**src/igb_pkg.sv**
```systemverilog
// Constants and carrier types for the interrupt gating bank.
// Assumes a 32-bit APB slave with a 12-bit byte address.
package igb_pkg;

	// Each function is a pair of words; word two sits four bytes above one
	localparam logic [11:0] ENABLE_ONE_OFS = 12'h010;
	localparam logic [11:0] ENABLE_TWO_OFS = 12'h014;
	localparam logic [11:0] PENDING_ONE_OFS = 12'h020;
	localparam logic [11:0] PENDING_TWO_OFS = 12'h024;
	localparam logic [11:0] REQUEST_ONE_OFS = 12'h030;
	localparam logic [11:0] REQUEST_TWO_OFS = 12'h034;
	localparam logic [11:0] ARM_ONE_OFS = 12'h040;
	localparam logic [11:0] ARM_TWO_OFS = 12'h044;
	localparam logic [11:0] MODE_ONE_OFS = 12'h050;
	localparam logic [11:0] MODE_TWO_OFS = 12'h054;
	localparam logic [11:0] POLARITY_ONE_OFS = 12'h060;
	localparam logic [11:0] POLARITY_TWO_OFS = 12'h064;

	// Clear shares the pending offsets on the write side
	localparam logic [11:0] CLEAR_ONE_OFS = PENDING_ONE_OFS;
	localparam logic [11:0] CLEAR_TWO_OFS = PENDING_TWO_OFS;

	// Bits that carry a source in each word
	localparam logic [31:0] SOURCE_MASK_ONE = 32'hFFF0FFFF;
	localparam logic [31:0] SOURCE_MASK_TWO = 32'h0F000F00;

	// Field positions within word one
	localparam int TIMER_LSB = 0;
	localparam int EXT_LSB = 8;
	localparam int AUX_LSB = 20;
	localparam int GROUP_C_LSB = 24;
	// Field positions within word two (upper source numbers)
	localparam int EXT_HI_LSB = 8;
	localparam int GROUP_C_HI_LSB = 24;

	// Word-one position of the "word two has nothing pending" flag
	localparam int SUMMARY_BIT = 16;

	// Reset values of the control words
	localparam logic [31:0] ENABLE_RESET = 32'h00000000;
	localparam logic [31:0] ARM_RESET = 32'h00000000;
	localparam logic [31:0] MODE_RESET = 32'h00000000;
	localparam logic [31:0] POLARITY_RESET = 32'h00000000;

	localparam logic [31:0] READ_ZERO = 32'h00000000;

	typedef struct packed {
		logic [31:0] two;
		logic [31:0] one;
	} irq_pair_t;

	typedef struct packed {
		irq_pair_t enable;
		irq_pair_t arm;
		irq_pair_t mode;
		irq_pair_t polarity;
	} ctl_t;

endpackage

```
**src/source_cell.sv**
```systemverilog
// One interrupt source: polarity, level/edge sensing, arming and pending.
// Assumes the source input is synchronous to pclk.
`timescale 1ns/1ps
module source_cell
(
	// Clock and reset
	input wire logic pclk,
	input wire logic presetn,
	// Source and configuration
	input wire logic source_in,
	input wire logic level_mode,
	input wire logic active_high,
	input wire logic armed,
	// Software strobes, one cycle each
	input wire logic sw_request,
	input wire logic sw_clear,
	// State
	output logic pending
);

	logic asserted;
	logic prev_q;
	logic prev_d;
	logic held_q;
	logic held_d;
	logic edge_seen;
	logic set_held;

	// Polarity folds both senses into one active-high view
	assign asserted = active_high ? source_in : ~source_in;
	assign edge_seen = asserted & ~prev_q;

	always_comb
	begin
		prev_d = asserted;
		// Request behaves as an assertion: edge mode still needs the arm
		if (level_mode)
			set_held = sw_request;
		else
			set_held = armed & (edge_seen | sw_request);
		// Set wins over a clear arriving in the same cycle
		if (set_held)
			held_d = 1'b1;
		else if (sw_clear)
			held_d = 1'b0;
		else
			held_d = held_q;
	end

	always_ff @(posedge pclk or negedge presetn)
	begin
		if (!presetn)
		begin
			prev_q <= 1'b0;
			held_q <= 1'b0;
		end
		else
		begin
			prev_q <= prev_d;
			held_q <= held_d;
		end
	end

	// Level sources follow the input; a held software request adds to it
	assign pending = level_mode ? (asserted | held_q) : held_q;

endmodule

```
**src/interrupt_gating_bank.sv**
```systemverilog
// Interrupt gating bank: APB register file, per-source sensing cells,
// and the combined request toward the host.
// Assumes a zero-wait APB master and sources synchronous to pclk.
`timescale 1ns/1ps

// What this block does
// - A source reaches the host request only while its enable bit is set.
// - A request-register write acts like a hardware edge in edge mode, and latches until cleared in level mode.
// - Pending words show each registered, not yet removed request.
// - Clear writes remove latched pending for set bits and leave zero bits alone; a level source stays pending while asserted.
// - Edge sources capture edges only while their arm bit is set.
// - Mode bit 1 selects level sensing, 0 selects edge sensing.
// - Polarity bit 1 means high or rising, 0 means low or falling.
// - Functions are word pairs at 0x10 through 0x64, pending at 0x20/0x24.
// - Pending word one bit 16 reads 1 when word two has nothing pending.
// - Except pending word one bit 16 and the mode and polarity selects, a control or status bit of 1 means on, 0 means off.
module interrupt_gating_bank
	import igb_pkg::*;
(
	// APB clock and reset
	input wire logic pclk,
	input wire logic presetn,
	// APB request
	input wire logic psel,
	input wire logic penable,
	input wire logic pwrite,
	input wire logic [11:0] paddr,
	input wire logic [31:0] pwdata,
	// APB answer
	output logic [31:0] prdata,
	output logic pready,
	output logic pslverr,
	// Interrupt sources
	input wire logic [7:0] timer_sources,
	input wire logic [11:0] external_sources,
	input wire logic [3:0] aux_sources,
	input wire logic [11:0] group_c_lines,
	// Combined request to the host
	output logic irq_req
);

	ctl_t ctl_q;
	ctl_t ctl_d;
	irq_pair_t src;
	irq_pair_t pend;
	irq_pair_t req_strobe;
	irq_pair_t clr_strobe;
	irq_pair_t valid;
	logic [31:0] prdata_q;
	logic [31:0] prdata_d;
	logic irq_q;
	logic irq_d;
	logic setup;
	logic access;
	logic mapped;
	logic wr;
	logic no_pending_two;
	logic [31:0] rd_data;
	irq_pair_t wmask;
	irq_pair_t gated;

	// Same map as valid, fixed at elaboration for the cell loop
	localparam logic [63:0] CELLS = {SOURCE_MASK_TWO, SOURCE_MASK_ONE};

	assign valid.one = SOURCE_MASK_ONE;
	assign valid.two = SOURCE_MASK_TWO;

	// Empty positions are dropped before anything stores or strobes
	assign wmask.one = pwdata & valid.one;
	assign wmask.two = pwdata & valid.two;

	// Source placement in the two words
	always_comb
	begin
		src = '0;
		src.one[TIMER_LSB +: 8] = timer_sources;
		src.one[EXT_LSB +: 8] = external_sources[7:0];
		src.one[AUX_LSB +: 4] = aux_sources;
		src.one[GROUP_C_LSB +: 8] = group_c_lines[7:0];
		src.two[EXT_HI_LSB +: 4] = external_sources[11:8];
		src.two[GROUP_C_HI_LSB +: 4] = group_c_lines[11:8];
	end

	// APB phases and decode
	assign setup = psel & ~penable;
	assign access = psel & penable;

	always_comb
	begin
		unique case (paddr)
			ENABLE_ONE_OFS,
			ENABLE_TWO_OFS,
			PENDING_ONE_OFS,
			PENDING_TWO_OFS,
			REQUEST_ONE_OFS,
			REQUEST_TWO_OFS,
			ARM_ONE_OFS,
			ARM_TWO_OFS,
			MODE_ONE_OFS,
			MODE_TWO_OFS,
			POLARITY_ONE_OFS,
			POLARITY_TWO_OFS:
				mapped = 1'b1;
			default:
				mapped = 1'b0;
		endcase
	end

	// Zero wait: every access completes in its first access cycle
	assign pready = 1'b1;
	assign pslverr = access & ~mapped;
	assign wr = access & pwrite & mapped;

	// Control words; unused bit positions never store
	always_comb
	begin
		ctl_d = ctl_q;
		if (wr)
		begin
			unique case (paddr)
				ENABLE_ONE_OFS:
					ctl_d.enable.one = pwdata & valid.one;
				ENABLE_TWO_OFS:
					ctl_d.enable.two = pwdata & valid.two;
				ARM_ONE_OFS:
					ctl_d.arm.one = pwdata & valid.one;
				ARM_TWO_OFS:
					ctl_d.arm.two = pwdata & valid.two;
				MODE_ONE_OFS:
					ctl_d.mode.one = pwdata & valid.one;
				MODE_TWO_OFS:
					ctl_d.mode.two = pwdata & valid.two;
				POLARITY_ONE_OFS:
					ctl_d.polarity.one = pwdata & valid.one;
				POLARITY_TWO_OFS:
					ctl_d.polarity.two = pwdata & valid.two;
				// Pending and request words act through strobes only
				PENDING_ONE_OFS,
				PENDING_TWO_OFS,
				REQUEST_ONE_OFS,
				REQUEST_TWO_OFS:
					ctl_d = ctl_q;
				default:
					ctl_d = ctl_q;
			endcase
		end
	end

	always_ff @(posedge pclk or negedge presetn)
	begin
		if (!presetn)
		begin
			ctl_q.enable.one <= ENABLE_RESET;
			ctl_q.enable.two <= ENABLE_RESET;
			ctl_q.arm.one <= ARM_RESET;
			ctl_q.arm.two <= ARM_RESET;
			ctl_q.mode.one <= MODE_RESET;
			ctl_q.mode.two <= MODE_RESET;
			ctl_q.polarity.one <= POLARITY_RESET;
			ctl_q.polarity.two <= POLARITY_RESET;
		end
		else
		begin
			ctl_q <= ctl_d;
		end
	end

	// One-cycle strobes for the write-only request and clear words
	always_comb
	begin
		req_strobe = '0;
		clr_strobe = '0;
		if (wr)
		begin
			unique case (paddr)
				REQUEST_ONE_OFS:
					req_strobe.one = wmask.one;
				REQUEST_TWO_OFS:
					req_strobe.two = wmask.two;
				CLEAR_ONE_OFS:
					clr_strobe.one = wmask.one;
				CLEAR_TWO_OFS:
					clr_strobe.two = wmask.two;
				default:
				begin
					req_strobe = '0;
					clr_strobe = '0;
				end
			endcase
		end
	end

	// One cell per populated bit position of both words
	genvar i;
	generate
		for (i = 0; i < 64; i++)
		begin : g_src
			// Empty positions get no cell and can never pend
			if (CELLS[i])
			begin : g_cell
				source_cell u_cell
				(
					.pclk(pclk),
					.presetn(presetn),
					.source_in(src[i]),
					.level_mode(ctl_q.mode[i]),
					.active_high(ctl_q.polarity[i]),
					.armed(ctl_q.arm[i]),
					.sw_request(req_strobe[i]),
					.sw_clear(clr_strobe[i]),
					.pending(pend[i])
				);
			end
			else
			begin : g_none
				assign pend[i] = 1'b0;
			end
		end
	endgenerate

	assign no_pending_two = ~|pend.two;

	// Pending shows regardless of enable; only the request is gated
	assign gated.one = pend.one & ctl_q.enable.one;
	assign gated.two = pend.two & ctl_q.enable.two;

	// Read mux; write-only words read as zero
	always_comb
	begin
		unique case (paddr)
			ENABLE_ONE_OFS:
				rd_data = ctl_q.enable.one;
			ENABLE_TWO_OFS:
				rd_data = ctl_q.enable.two;
			PENDING_ONE_OFS:
			begin
				rd_data = pend.one;
				rd_data[SUMMARY_BIT] = no_pending_two;
			end
			PENDING_TWO_OFS:
				rd_data = pend.two;
			REQUEST_ONE_OFS,
			REQUEST_TWO_OFS:
				rd_data = READ_ZERO;
			ARM_ONE_OFS:
				rd_data = ctl_q.arm.one;
			ARM_TWO_OFS:
				rd_data = ctl_q.arm.two;
			MODE_ONE_OFS:
				rd_data = ctl_q.mode.one;
			MODE_TWO_OFS:
				rd_data = ctl_q.mode.two;
			POLARITY_ONE_OFS:
				rd_data = ctl_q.polarity.one;
			POLARITY_TWO_OFS:
				rd_data = ctl_q.polarity.two;
			default:
				rd_data = READ_ZERO;
		endcase
	end

	// Read data is caught in setup so the access phase sees a flop output
	always_comb
	begin
		prdata_d = prdata_q;
		if (setup)
		begin
			if (pwrite)
				prdata_d = READ_ZERO;
			else
				prdata_d = rd_data;
		end
	end

	always_ff @(posedge pclk or negedge presetn)
	begin
		if (!presetn)
		begin
			prdata_q <= READ_ZERO;
		end
		else
		begin
			prdata_q <= prdata_d;
		end
	end

	// Registered, so decode hazards never reach the host line
	always_comb
	begin
		irq_d = |gated;
	end

	always_ff @(posedge pclk or negedge presetn)
	begin
		if (!presetn)
		begin
			irq_q <= 1'b0;
		end
		else
		begin
			irq_q <= irq_d;
		end
	end

	assign prdata = prdata_q;
	assign irq_req = irq_q;

endmodule

```
**config.mk**
```make
export PLATFORM = sky130hd
export DESIGN_NAME = interrupt_gating_bank
export DESIGN_NICKNAME = d
export VERILOG_FILES = /design/src/igb_pkg.sv /design/src/source_cell.sv /design/src/interrupt_gating_bank.sv
export SDC_FILE = /design/constraint.sdc
export NUM_CORES = 1
export LEC_CHECK = 0
export BUFFER_PORTS_ARGS = -buffer_cell sky130_fd_sc_hd__buf_2
export CORE_MARGIN = 2
export CORE_UTILIZATION = 40
export DETAILED_ROUTE_END_ITERATION = 8
export GPL_ROUTABILITY_DRIVEN = 0
export PLACE_DENSITY = 0.63
export SYNTH_ARGS = -nofsm -noshare
export SYNTH_HDL_FRONTEND = slang
export SYNTH_SLANG_ARGS = --single-unit
```
**constraint.sdc**
```tcl
create_clock -name pclk -period 2.4 [get_ports pclk]
set_clock_uncertainty 0.15 [all_clocks]
set_input_delay 0.36 -clock pclk [delete_from_list [all_inputs] [get_ports pclk]]
set_output_delay 0.36 -clock pclk [all_outputs]
set_load 0.01 [all_outputs]
```
==> results of run 1 <==
-- power by group through the flow --
stage               sequential, mW  clock (mW)  combinational [mW]
finish                        4.22        4.01               0.599
global route                  4.22        4.23               0.653
global placement              4.29           0               0.514
floorplan                     4.29           0               0.200
CTS                           4.22        4.06               0.593
detailed placement            4.29           0               0.522
-- logic make-up (layout without fill, tap and decap cells) --
family                    count (synthesis)  in the layout  share of synthesized area, %
AOI/OAI and AO/OA                       330            330                          20.3
DFF                                     246            246                          52.8
and+or+nand+nor                         228            228                          9.80
muxes                                   103            103                          11.1
buffers and inverters                    87            354                          3.24
xor gates and xnor gates                 36             36                          2.71
other                                     2              4                        0.0644
-- per-layer routing --
| metal | GRT usage [%] | wire length (µm) | vias to the layer above |
|---|---|---|---|
| met2 | 36.4 | 16600 | 408 |
| met5 | 0 | 12 | - |
| li1 | - | - | 4348 |
| met3 | 3.50 | 2500 | 67 |
| met4 | 7.12 | 1020 | 2 |
| met1 | 34.7 | 16400 | 4852 |
-- final cells by class --
class                           count  area, µm²
Sequential cell                   246       6160
Fill cell                        2535      13600
Inverter                           30        113
Clock buffer                       42        812
Clock inverter                      2       35.0
Timing Repair Buffer              280       2200
Tap cell                          384        480
Multi-Input combinational cell    701       5280
-- what timing repair did --
item	CTS	global route
setup endpoints to repair	1	2
hold buffers	54	0
resized for setup	1	16
pin swaps	4	11
hold endpoints to repair	144	0
setup buffers	2	2
-- flip-flops by register name, summed over array words and instances (netlist names) --
name and cells:
ctl_q 144, g_src.g_cell.u_cell.held_q 36, g_src.g_cell.u_cell.prev_q 36, irq_req 1, prdata 29
-- worst paths after layout --
path                                                   to  slack (ps)  depth (start not counted)
setup / recovery                                  irq_req          70                         10
hold / removal             g_src[59].g_cell.u_cell.prev_q          40                          3
setup reg to reg                                  irq_req          90                          7
hold reg to reg                                prdata[23]         330                          2
max in group asynchronous   g_src[7].g_cell.u_cell.held_q        1150                          3
min in group asynchronous                        ctl_q[5]         260                          2
-- cell usage after synthesis (2+ instances only) --
cell	instances	share of area (%)
buf_4	4	0.26
o22ai_1	10	0.54
conb_1	2	0.064
or4_4	2	0.19
nor3b_1	3	0.19
a21o_1	19	1.2
nand2_1	60	1.9
nand4_1	6	0.32
buf_6	2	0.19
and3_1	4	0.21
dfrtp_1	246	53
o2bb2ai_1	36	2.7
a22oi_1	51	3.3
nand3_1	19	0.82
a221oi_1	13	0.98
a22o_1	67	5.0
xor2_1	17	1.3
a222oi_1	10	0.86
xnor2_1	19	1.4
a2bb2oi_1	2	0.15
mux2_2	57	5.5
buf_2	17	0.73
nor2_1	83	2.7
a21oi_1	57	2.4
a31oi_1	3	0.16
nor4_4	2	0.36
mux4_2	7	1.4
mux2_4	20	2.6
clkbuf_1	33	1.1
nor3_2	3	0.26
mux2_1	3	0.29
nor4_1	2	0.11
mux2i_1	16	1.4
o221ai_1	2	0.15
a211oi_1	2	0.13
inv_1	30	0.97
nor2b_1	3	0.16
nor3_1	23	0.99
nand2b_1	2	0.11
nor2_2	2	0.11
o21ai_0	54	2.3
-- worst min-delay path: stages --
cell and delay (ps):
buf_2 90, xnor2_1 80, buf_4 150
-- through the flow --
stage	hold WS [ps]	instances
after floorplan	-85.6	1034
after global placement	218	1585
after detailed placement	214	1585
after CTS	25.1	1684
after global routing	33.4	1685
final	40.8	1685
==> impl_metrics.prom, run 1 <==
# TYPE chip_impl_metric gauge
chip_impl_metric{name="detail_route.iter0.violations",unit=""} 886
chip_impl_metric{name="power_per_cell_area",unit="nW/µm²"} 586
chip_impl_metric{name="grt.overflow.total",unit=""} 0
chip_impl_metric{name="critPathArrivalTime",unit="ps"} 2580
chip_impl_metric{name="netlist_instances",unit=""} 1032
chip_impl_metric{name="numPortBuffers",unit=""} 111
chip_impl_metric{name="total_switching_power",unit="mW"} 1.99
chip_impl_metric{name="area_delta_synth_final",unit="%"} 29.3
chip_impl_metric{name="n_antenna_cell",unit=""} 0
chip_impl_metric{name="fp-row-count",unit=""} 62
chip_impl_metric{name="finish.utilization",unit="%"} 52.5
chip_impl_metric{name="first_global_vias",unit=""} 9607
chip_impl_metric{name="cts_buffer_depth",unit=""} 3
chip_impl_metric{name="die_width",unit="µm"} 175
chip_impl_metric{name="power.ir.vdd_worst",unit="µV"} 464
chip_impl_metric{name="finalInstanceArea",unit="µm²"} 15100
chip_impl_metric{name="htree_levels",unit=""} 1
chip_impl_metric{name="final_setup_fails",unit=""} 0
chip_impl_info{name="worst_path_most_repeated_cell",value="buf_4"} 1
chip_impl_metric{name="track_usage",unit="%"} 23.7
chip_impl_metric{name="design.die.area",unit="µm²"} 30500
chip_impl_metric{name="grt_antenna_before_repair",unit=""} 1
chip_impl_metric{name="p_sw_share",unit="%"} 22.6
chip_impl_info{name="worst_r2r_startpoint",value="ctl_q[12]"} 1
chip_impl_metric{name="synth_area",unit="µm²"} 11700
chip_impl_info{name="slowest_stage",value="or4_4"} 1
chip_impl_metric{name="synth_enable_flop_cells",unit=""} 0
chip_impl_metric{name="start_util",unit="%"} 40.6
chip_impl_info{name="critPathLaunch",value="external_sources[0]"} 1
chip_impl_info{name="final_common_cell",value="dfrtp_1"} 1
chip_impl_metric{name="fmax",unit="GHz"} 0.428
chip_impl_metric{name="grt_start_max_net_pins",unit=""} 65
chip_impl_metric{name="top_level_ports",unit=""} 120
chip_impl_metric{name="clock_sinks",unit=""} 246
chip_impl_metric{name="routed_wl",unit="µm"} 36500
chip_impl_metric{name="timing.final.crit_period",unit="ps"} 2330
chip_impl_metric{name="nets",unit=""} 1371
chip_impl_metric{name="internal_power",unit="mW"} 6.83
chip_impl_metric{name="worstMarginPinSlew",unit="ps"} 550
chip_impl_metric{name="drive_gt1_share",unit="%"} 29.7
chip_impl_info{name="min_path_type",value="input port to flip-flop"} 1
chip_impl_info{name="timing.critical_path.max_delay_family",value="buffers and inverters"} 1
chip_impl_metric{name="data_required_time_of_the_critical_path",unit="ps"} 2650
chip_impl_metric{name="core_region_area",unit="µm²"} 28700
chip_impl_info{name="worstSetupEndpointType",value="flip-flop"} 1
chip_impl_metric{name="drtPass1Iterations",unit=""} 6
chip_impl_metric{name="crit_path_max_fanout",unit=""} 3
chip_impl_metric{name="slew_viol_final",unit=""} 0
chip_impl_metric{name="avgRoutedWirePerCell",unit="µm"} 21.7
chip_impl_info{name="clock_tree_from_tritoncts",value="yes"} 1
chip_impl_metric{name="via_to_cell_ratio",unit=""} 5.74
chip_impl_metric{name="vias",unit=""} 9677
chip_impl_metric{name="synth-seq-area-share",unit="%"} 52.8
chip_impl_metric{name="async_flop_share",unit="%"} 100
chip_impl_metric{name="placedInstanceArea",unit="µm²"} 13600
chip_impl_info{name="critical_path.cell_chain",value="dlygate4sd3_1, buf_2, xnor2_2, a21oi_1, buf_4, o22ai_1, a221oi_2, buf_4, nand4_1, or4_4"} 1
chip_impl_metric{name="clock_latency",unit="ps"} 520
chip_impl_metric{name="first_pass_grt_wire_length",unit="µm"} 56400
chip_impl_metric{name="clock_transition_at_the_registers_of_the_reported_paths",unit="ps"} 60
chip_impl_metric{name="yosysWarningCount",unit=""} 0
chip_impl_info{name="synthFlopType",value="dfrtp_1"} 1
chip_impl_metric{name="maxCapViolCount",unit=""} 0
chip_impl_metric{name="final_antenna_net_count",unit=""} 0
chip_impl_metric{name="synth_cell_type_count",unit=""} 60
chip_impl_metric{name="max_slew_margin",unit="%"} 63.3
chip_impl_metric{name="fp.dieH",unit="µm"} 175
chip_impl_metric{name="postSynthRegisterBits",unit=""} 246
chip_impl_info{name="critical_path.startpoint_type",value="input port"} 1
chip_impl_info{name="mostFrequentLayoutCells",value="dfrtp_1 (246), buf_2 (109), buf_4 (98), nor2_1 (82), a22o_1 (67)"} 1
chip_impl_info{name="min_from",value="group_c_lines[11]"} 1
chip_impl_metric{name="clkPwrFrac",unit="%"} 45.4
chip_impl_metric{name="pre_cts_slack",unit="ps"} -191
chip_impl_metric{name="post-route-drc-count",unit=""} 0
chip_impl_metric{name="slowest_delay",unit="ps"} 560
chip_impl_metric{name="final.setup.worst_slack",unit="ps"} 65.0
chip_impl_metric{name="totalNegativeSetupSlack",unit="ps"} 0
chip_impl_metric{name="synthesis.area_per_instance",unit="µm²"} 11.3
chip_impl_metric{name="p_leak",unit="nW"} 7.03
chip_impl_metric{name="dp_hpwl",unit="µm"} 25000
chip_impl_info{name="status",value="completed"} 1
chip_impl_info{name="critical_path_class",value="input port to flip-flop"} 1
chip_impl_metric{name="cp_num_buf_inv",unit=""} 4
chip_impl_metric{name="total_power_after_layout",unit="mW"} 8.83
chip_impl_metric{name="share_seq_of_total_power",unit="%"} 47.8
chip_impl_metric{name="cts_made_buffers",unit=""} 27
chip_impl_metric{name="hold_violations",unit=""} 0
chip_impl_metric{name="post-route-period-util",unit="%"} 97.3
chip_impl_metric{name="power.share.combinational",unit="%"} 6.8
chip_impl_info{name="clock-root-buffer",value="clkbuf_16"} 1
Note: power is estimated with default switching activity, not from simulation.
==> run 2, diff against run 1 <==
--- a/config.mk
+++ b/config.mk
@@ -10,6 +10,7 @@
 export CORE_UTILIZATION = 40
 export DETAILED_ROUTE_END_ITERATION = 8
 export GPL_ROUTABILITY_DRIVEN = 0
+export GPL_TIMING_DRIVEN = 0
 export PLACE_DENSITY = 0.63
 export SYNTH_ARGS = -nofsm -noshare
 export SYNTH_HDL_FRONTEND = slang
==> constraint.sdc (replaced) <==
create_clock -name pclk -period 2.6 [get_ports pclk]
set_clock_uncertainty 0.15 [all_clocks]
set_input_delay 0.39 -clock pclk [delete_from_list [all_inputs] [get_ports pclk]]
set_output_delay 0.39 -clock pclk [all_outputs]
set_load 0.01 [all_outputs]
==> run 2 against run 1 <==
Effect of this change:
- the flow now finishes with violations (negative setup slack)
- highest routed layer is now met4
- cell count fell by 3.9%
- wire length up 8.5%
- critical path type unchanged
- first-iteration DRC count grew 19%
- hold slack lost 27 ps
- die area did not move
==> impl_metrics.prom, run 2 (same netlist as run 1, synthesis figures left out) <==
# TYPE chip_impl_metric gauge
chip_impl_info{name="status",value="finished, violations left"} 1
chip_impl_info{name="violations",value="negative setup slack"} 1
chip_impl_metric{name="drive_gt1_share",unit="%"} 25.0
chip_impl_metric{name="first_pass_grt_wire_length",unit="µm"} 59500
chip_impl_metric{name="clock_latency",unit="ps"} 540
chip_impl_metric{name="area_delta_synth_final",unit="%"} 22.2
chip_impl_metric{name="clock_sinks",unit=""} 246
chip_impl_metric{name="cts_made_buffers",unit=""} 27
chip_impl_metric{name="top_level_ports",unit=""} 120
chip_impl_info{name="slowest_stage",value="or4_4"} 1
chip_impl_metric{name="die_width",unit="µm"} 175
chip_impl_metric{name="multi_input_combinational_cell_area",unit="µm²"} 5240
chip_impl_metric{name="core_region_area",unit="µm²"} 28700
chip_impl_metric{name="max_slew_margin",unit="%"} 15.4
chip_impl_metric{name="clock_transition_at_the_registers_of_the_reported_paths",unit="ps"} 70
chip_impl_metric{name="slew_viol_final",unit=""} 0
chip_impl_info{name="mostFrequentLayoutCells",value="dfrtp_1 (246), buf_2 (123), nor2_1 (81), a22o_1 (67), nand2_1 (60)"} 1
chip_impl_metric{name="data_required_time_of_the_critical_path",unit="ps"} 2860
chip_impl_metric{name="p_leak",unit="nW"} 6.58
chip_impl_info{name="worst_r2r_startpoint",value="ctl_q[11]"} 1
chip_impl_metric{name="post-place-cells",unit=""} 1532
chip_impl_metric{name="fp.dieH",unit="µm"} 175
chip_impl_metric{name="whs_path_depth",unit=""} 2
chip_impl_metric{name="finalInstanceArea",unit="µm²"} 14200
chip_impl_metric{name="rrSetupSlack",unit="ps"} 10
chip_impl_info{name="clock_tree_from_tritoncts",value="yes"} 1
chip_impl_metric{name="slowest_delay",unit="ps"} 610
chip_impl_info{name="critical_path.cell_chain",value="buf_2, nor4_4, nand2_1, or4_4, nor2_8, nand4_4, buf_4, a22o_1"} 1
chip_impl_metric{name="numPortBuffers",unit=""} 111
chip_impl_metric{name="grt_start_max_net_pins",unit=""} 120
chip_impl_metric{name="crit_path_max_fanout",unit=""} 10
chip_impl_info{name="critical_path_class",value="input port to flip-flop"} 1
chip_impl_info{name="critical_path.startpoint_type",value="input port"} 1
chip_impl_metric{name="first_global_vias",unit=""} 9498
chip_impl_metric{name="final_antenna_net_count",unit=""} 0
chip_impl_metric{name="number_of_flip_flops_in_the_largest_register",unit=""} 144
chip_impl_metric{name="vias",unit=""} 9706
chip_impl_metric{name="n_antenna_cell",unit=""} 0
chip_impl_metric{name="post-route-period-util",unit="%"} 101
chip_impl_metric{name="final.setup.worst_slack",unit="ps"} -18.8
chip_impl_metric{name="rr_worst_depth",unit=""} 7
chip_impl_metric{name="track_usage",unit="%"} 25.9
chip_impl_info{name="timing.critical_path.max_delay_family",value="simple AND/OR/NAND/NOR gates"} 1
chip_impl_metric{name="fmax",unit="GHz"} 0.382
chip_impl_info{name="worstSetupEndpointType",value="flip-flop"} 1
chip_impl_info{name="largest-register",value="ctl_q"} 1
chip_impl_metric{name="power_per_cell_area",unit="nW/µm²"} 599
chip_impl_metric{name="grt.overflow.total",unit=""} 0
chip_impl_metric{name="finish.utilization",unit="%"} 49.6
chip_impl_metric{name="totalNegativeSetupSlack",unit="ps"} -78.6
chip_impl_metric{name="cp_num_buf_inv",unit=""} 2
chip_impl_info{name="clock-root-buffer",value="clkbuf_16"} 1
chip_impl_info{name="min_delay_worst_endpoint",value="ctl_q[4]"} 1
chip_impl_metric{name="nets",unit=""} 1301
chip_impl_metric{name="avgRoutedWirePerCell",unit="µm"} 24.4
chip_impl_metric{name="drtPass1Iterations",unit=""} 6
chip_impl_metric{name="maxCapViolCount",unit=""} 0
chip_impl_metric{name="fp-row-count",unit=""} 62
chip_impl_info{name="min_from",value="pwdata[4]"} 1
chip_impl_info{name="rsz0062_at_grt",value="true"} 1
chip_impl_info{name="biggestRegsByFlops",value="ctl_q: 144 flops, g_src.g_cell.u_cell.held_q: 36 flops, g_src.g_cell.u_cell.prev_q: 36 flops"} 1
chip_impl_metric{name="dp_hpwl",unit="µm"} 26800
chip_impl_metric{name="hold_violations",unit=""} 0
chip_impl_metric{name="worstMarginPinSlew",unit="ps"} 1270
chip_impl_metric{name="design.die.area",unit="µm²"} 30500
chip_impl_metric{name="register_area",unit="µm²"} 6160
chip_impl_metric{name="hold-worst-slack",unit="ps"} 13.8
chip_impl_metric{name="via_to_cell_ratio",unit=""} 5.99
chip_impl_info{name="final_common_cell",value="dfrtp_1"} 1
chip_impl_metric{name="routed_wl",unit="µm"} 39600
chip_impl_info{name="min_path_type",value="input port to flip-flop"} 1
chip_impl_metric{name="num-fill-cells",unit=""} 2628
chip_impl_metric{name="timing.final.crit_period",unit="ps"} 2620
chip_impl_metric{name="start_util",unit="%"} 40.6
chip_impl_metric{name="placedInstanceArea",unit="µm²"} 12800
chip_impl_metric{name="grt_antenna_before_repair",unit=""} 0
chip_impl_metric{name="htree_levels",unit=""} 1
chip_impl_metric{name="cts_buffer_depth",unit=""} 3
chip_impl_metric{name="layoutNonFillerInstCount",unit=""} 1620
chip_impl_metric{name="detail_route.iter0.violations",unit=""} 1056
chip_impl_info{name="endpoint_of_the_most_critical_register_to_register_path",value="irq_req"} 1
chip_impl_metric{name="post-route-drc-count",unit=""} 0
chip_impl_metric{name="critPathArrivalTime",unit="ps"} 2880
chip_impl_metric{name="final_setup_fails",unit=""} 8
chip_impl_metric{name="power.ir.vdd_worst",unit="µV"} 564
==> run 2: worst max-delay path by stage <==
stage / startpoint / to / slack (ps) / cells after the start
floorplan: paddr[9] / ctl_q[199] / 140 / 7
global placement: presetn / ctl_q[13] / -3560 / 1
detailed placement: paddr[3] / g_src[12].g_cell.u_cell.held_q / -1190 / 7
CTS: paddr[9] / ctl_q[90] / 30 / 8
global route: paddr[9] / g_src[26].g_cell.u_cell.held_q / -40 / 8
finish: paddr[9] / ctl_q[27] / -20 / 8
==> run 2: metal layers <==
| layer | vias to the layer above | part of all wire, % | global-route usage [%] |
|---|---|---|---|
| met3 | 103 | 7.8 | 4.26 |
| li1 | 4236 | - | - |
| met1 | 4888 | 44 | 37.4 |
| met2 | 479 | 44 | 39.2 |
| met4 | 0 | 4.1 | 10.2 |
| met5 | - | 0 | 0 |
==> run 2: power by group <==
group	internal [mW]	total, mW	switching (mW)	leakage [nW]
Combinational	0.179	0.511	0.333	2.79
Clock	2.54	4.13	1.59	0.475
Sequential	3.87	3.89	0.0231	3.32
==> run 2: area by class of cell <==
type,count,area share [%]
plain buffers,57,1.99
inverters,30,0.791
multi-input cells,701,36.8
flip-flops and latches,246,43.2
well taps,384,3.37
clock buffers,35,5.31
repair buffers,153,7.08
clock inverters,14,1.41
==> run 2: timing repair <==
item / in CTS / in global routing
hold buffers: 35 / 0
gates cloned: 0 / 0
hold endpoints to repair: 82 / 0
gates resized for setup: 15 / 24
pin swaps: 1 / 2
buffers inserted: 2 / 2
endpoints found under the setup margin: 121 / 83
==> run 2: through the flow <==
| step | total power, mW | setup WS (ps) |
|---|---|---|
| after global routing | 8.79 | -35.6 |
| final | 8.54 | -18.8 |
| after detailed placement | 4.42 | -1190 |
| after floorplan | 4.14 | 135 |
| after CTS | 8.58 | 30.6 |
| after global placement | 4.41 | -3560 |
==> run 3, diff against run 2 <==
--- a/config.mk
+++ b/config.mk
@@ -6,7 +6,8 @@
 export NUM_CORES = 1
 export LEC_CHECK = 0
 export BUFFER_PORTS_ARGS = -buffer_cell sky130_fd_sc_hd__buf_2
-export CORE_MARGIN = 2
+export CORE_ASPECT_RATIO = 0.9
+export CORE_MARGIN = 5
 export CORE_UTILIZATION = 40
 export DETAILED_ROUTE_END_ITERATION = 8
 export GPL_ROUTABILITY_DRIVEN = 0
==> run 3 against run 2 <==
Effect of this change:
- the flow now finishes without violations
- via count rose by 1.8%
- hold slack improved by 1.2 ps
- non-clock buffer count rose by 16
- wire length is 1.8% higher
- die area grew 7.0%
- first-iteration DRC count is essentially flat
- cell count grew 1.7%
- largest cell class unchanged
- largest power group unchanged
==> impl_metrics.prom, run 3 (same netlist as run 1, synthesis figures left out) <==
# TYPE chip_impl_metric gauge
chip_impl_metric{name="data_required_time_of_the_critical_path",unit="ps"} 2860
chip_impl_metric{name="fp.dieH",unit="µm"} 172
chip_impl_metric{name="num-fill-cells",unit=""} 2623
chip_impl_metric{name="cp_num_buf_inv",unit=""} 3
chip_impl_metric{name="rr_worst_depth",unit=""} 6
chip_impl_info{name="largest-register",value="ctl_q"} 1
chip_impl_metric{name="multi_input_combinational_cell_area",unit="µm²"} 5260
chip_impl_metric{name="htree_levels",unit=""} 1
chip_impl_metric{name="timing.critical_path.depth",unit=""} 5
chip_impl_metric{name="power_per_cell_area",unit="nW/µm²"} 606
chip_impl_metric{name="vias",unit=""} 9882
chip_impl_metric{name="design.die.area",unit="µm²"} 32700
chip_impl_metric{name="final.setup.worst_slack",unit="ps"} 8.63
chip_impl_metric{name="number_of_flip_flops_in_the_largest_register",unit=""} 144
chip_impl_metric{name="numPortBuffers",unit=""} 111
chip_impl_metric{name="area_delta_synth_final",unit="%"} 24.2
chip_impl_metric{name="grt.overflow.total",unit=""} 0
chip_impl_metric{name="fmax",unit="GHz"} 0.386
chip_impl_metric{name="power.ir.vdd_worst",unit="µV"} 627
chip_impl_info{name="status",value="completed"} 1
chip_impl_info{name="clock_tree_from_tritoncts",value="yes"} 1
chip_impl_info{name="final_common_cell",value="dfrtp_1"} 1
chip_impl_metric{name="hold_violations",unit=""} 0
chip_impl_metric{name="register_area",unit="µm²"} 6160
chip_impl_metric{name="cts_buffer_depth",unit=""} 3
chip_impl_metric{name="fp-row-count",unit=""} 59
chip_impl_info{name="worst_path_most_repeated_cell",value="buf_2"} 1
chip_impl_metric{name="die_width",unit="µm"} 190
chip_impl_metric{name="cts_made_buffers",unit=""} 27
chip_impl_info{name="critical_path.cell_chain",value="buf_2, buf_2, clkbuf_1, nand4_2, mux2_2"} 1
chip_impl_info{name="timing.critical_path.max_delay_family",value="buffers and inverters"} 1
chip_impl_metric{name="drive_gt1_share",unit="%"} 25.3
chip_impl_metric{name="critPathArrivalTime",unit="ps"} 2850
chip_impl_metric{name="post-route-drc-count",unit=""} 0
chip_impl_metric{name="maxCapViolCount",unit=""} 0
chip_impl_info{name="rsz0062_at_grt",value="false"} 1
chip_impl_metric{name="n_antenna_cell",unit=""} 0
chip_impl_metric{name="dp_hpwl",unit="µm"} 27300
chip_impl_info{name="worstSetupEndpointType",value="flip-flop"} 1
chip_impl_metric{name="top_level_ports",unit=""} 120
chip_impl_metric{name="finish.utilization",unit="%"} 50.2
chip_impl_metric{name="final_setup_fails",unit=""} 0
chip_impl_metric{name="start_util",unit="%"} 40.4
chip_impl_metric{name="layoutNonFillerInstCount",unit=""} 1647
chip_impl_metric{name="track_usage",unit="%"} 24.4
chip_impl_metric{name="drtPass1Iterations",unit=""} 8
chip_impl_info{name="critical_path_class",value="input port to flip-flop"} 1
chip_impl_metric{name="via_to_cell_ratio",unit=""} 6.00
chip_impl_metric{name="post-route-period-util",unit="%"} 99.7
chip_impl_metric{name="worstMarginPinSlew",unit="ps"} 1240
chip_impl_metric{name="p_leak",unit="nW"} 6.69
chip_impl_metric{name="core_region_area",unit="µm²"} 28900
chip_impl_info{name="critical_path.startpoint_type",value="input port"} 1
chip_impl_metric{name="avgRoutedWirePerCell",unit="µm"} 24.5
chip_impl_metric{name="max_slew_margin",unit="%"} 17.7
chip_impl_metric{name="slew_viol_final",unit=""} 0
chip_impl_metric{name="post-place-cells",unit=""} 1544
chip_impl_metric{name="whs_path_depth",unit=""} 2
chip_impl_metric{name="timing.final.crit_period",unit="ps"} 2590
chip_impl_metric{name="clock_sinks",unit=""} 246
chip_impl_info{name="min_path_type",value="input port to flip-flop"} 1
chip_impl_metric{name="pre_cts_slack",unit="ps"} -1160
chip_impl_metric{name="first_pass_grt_wire_length",unit="µm"} 60900
chip_impl_metric{name="grt_antenna_before_repair",unit=""} 0
chip_impl_metric{name="grt_start_max_net_pins",unit=""} 103
chip_impl_metric{name="first_global_vias",unit=""} 9915
chip_impl_info{name="clock-root-buffer",value="clkbuf_16"} 1
chip_impl_metric{name="final_antenna_net_count",unit=""} 0
chip_impl_metric{name="clock_transition_at_the_registers_of_the_reported_paths",unit="ps"} 60
chip_impl_metric{name="slowest_delay",unit="ps"} 950
chip_impl_metric{name="nets",unit=""} 1317
chip_impl_metric{name="crit_path_max_fanout",unit=""} 10
chip_impl_metric{name="routed_wl",unit="µm"} 40300
chip_impl_metric{name="detail_route.iter0.violations",unit=""} 1055
chip_impl_info{name="biggestRegsByFlops",value="ctl_q: 144 flops, g_src.g_cell.u_cell.held_q: 36 flops, g_src.g_cell.u_cell.prev_q: 36 flops"} 1
chip_impl_info{name="mostFrequentLayoutCells",value="dfrtp_1 (246), buf_2 (125), nor2_1 (81), a22o_1 (67), nand2_1 (60)"} 1
chip_impl_info{name="slowest_stage",value="clkbuf_1"} 1
chip_impl_metric{name="clock_latency",unit="ps"} 540
-- run 3: cell count changes in the layout (fill, tap and decap cells not counted), moves of 2 or more --
cell,change
buf_4,+4
bufinv_16,+2
dlygate4sd3_1,+10
clkinv_2,-4
buf_2,+2
-- run 3: where the power goes --
group	switching (mW)	total, mW	internal, mW
Clock	1.59	4.36	2.76
Sequential	0.0221	3.89	3.87
Combinational	0.340	0.531	0.191
Total	1.96	8.78	6.82
-- run 3: path summary, 6_finish.rpt --
| check | slack, ps | start | end |
|---|---|---|---|
| worst max-delay path | 9 | paddr[5] | ctl_q[43] |
| worst min-delay path | 20 | pwdata[6] | ctl_q[6] |
| worst max register to register | 60 | ctl_q[251] | irq_req |
| worst min register to register | 320 | prdata[22] | prdata[22] |
| max in group asynchronous | 820 | presetn | ctl_q[64] |
| min in group asynchronous | 240 | presetn | ctl_q[170] |
-- run 3: repair_timing --
| item | CTS | global route |
|---|---|---|
| hold buffers | 45 | 0 |
| pin swaps | 0 | 4 |
| gates cloned | 0 | 0 |
| gates resized for setup | 18 | 23 |
| endpoints found under the hold margin | 111 | 0 |
| endpoints found under the setup margin | 113 | 100 |
| setup buffers | 0 | 10 |
-- run 3: per-stage QoR --
step,total power [mW],cell area [µm²],hold WS [ps],TNS [ps]
finish,8.78,14500,15.0,0
global route,9.03,14500,23.5,0
CTS,8.82,14300,0.656,0
detailed placement,4.42,12800,220,-128970
global placement,4.41,12700,308,-999640
floorplan,4.14,11700,-55.6,0
-- run 3: final cells by class --
class                           instances  share of cell area, %
Clock buffer                           37                   5.34
Clock inverter                         11                   1.62
Timing Repair Buffer                  169                   8.05
Multi-Input combinational cell        701                   36.3
Inverter                               30                  0.778
Sequential cell                       246                   42.5
Tap cell                              396                   3.42
Buffer                                 57                   1.98
-- run 3: layer usage --
metal / GRT usage [%] / share of wire (%) / vias to the layer above
met5: 0 / 0 / -
li1: - / - / 4261
met4: 8.93 / 3.8 / 0
met2: 36.7 / 44 / 538
met3: 5.95 / 9.0 / 105
met1: 34.7 / 44 / 4978
-- run 3: worst reg2reg max path, cell delays in order, from the launching register on --
cell      delay [ps]
dfrtp_1          460
a22o_1           250
a221oi_1         230
nand3_1          130
a311oi_2         290
nand4_1          240
or4_1            640
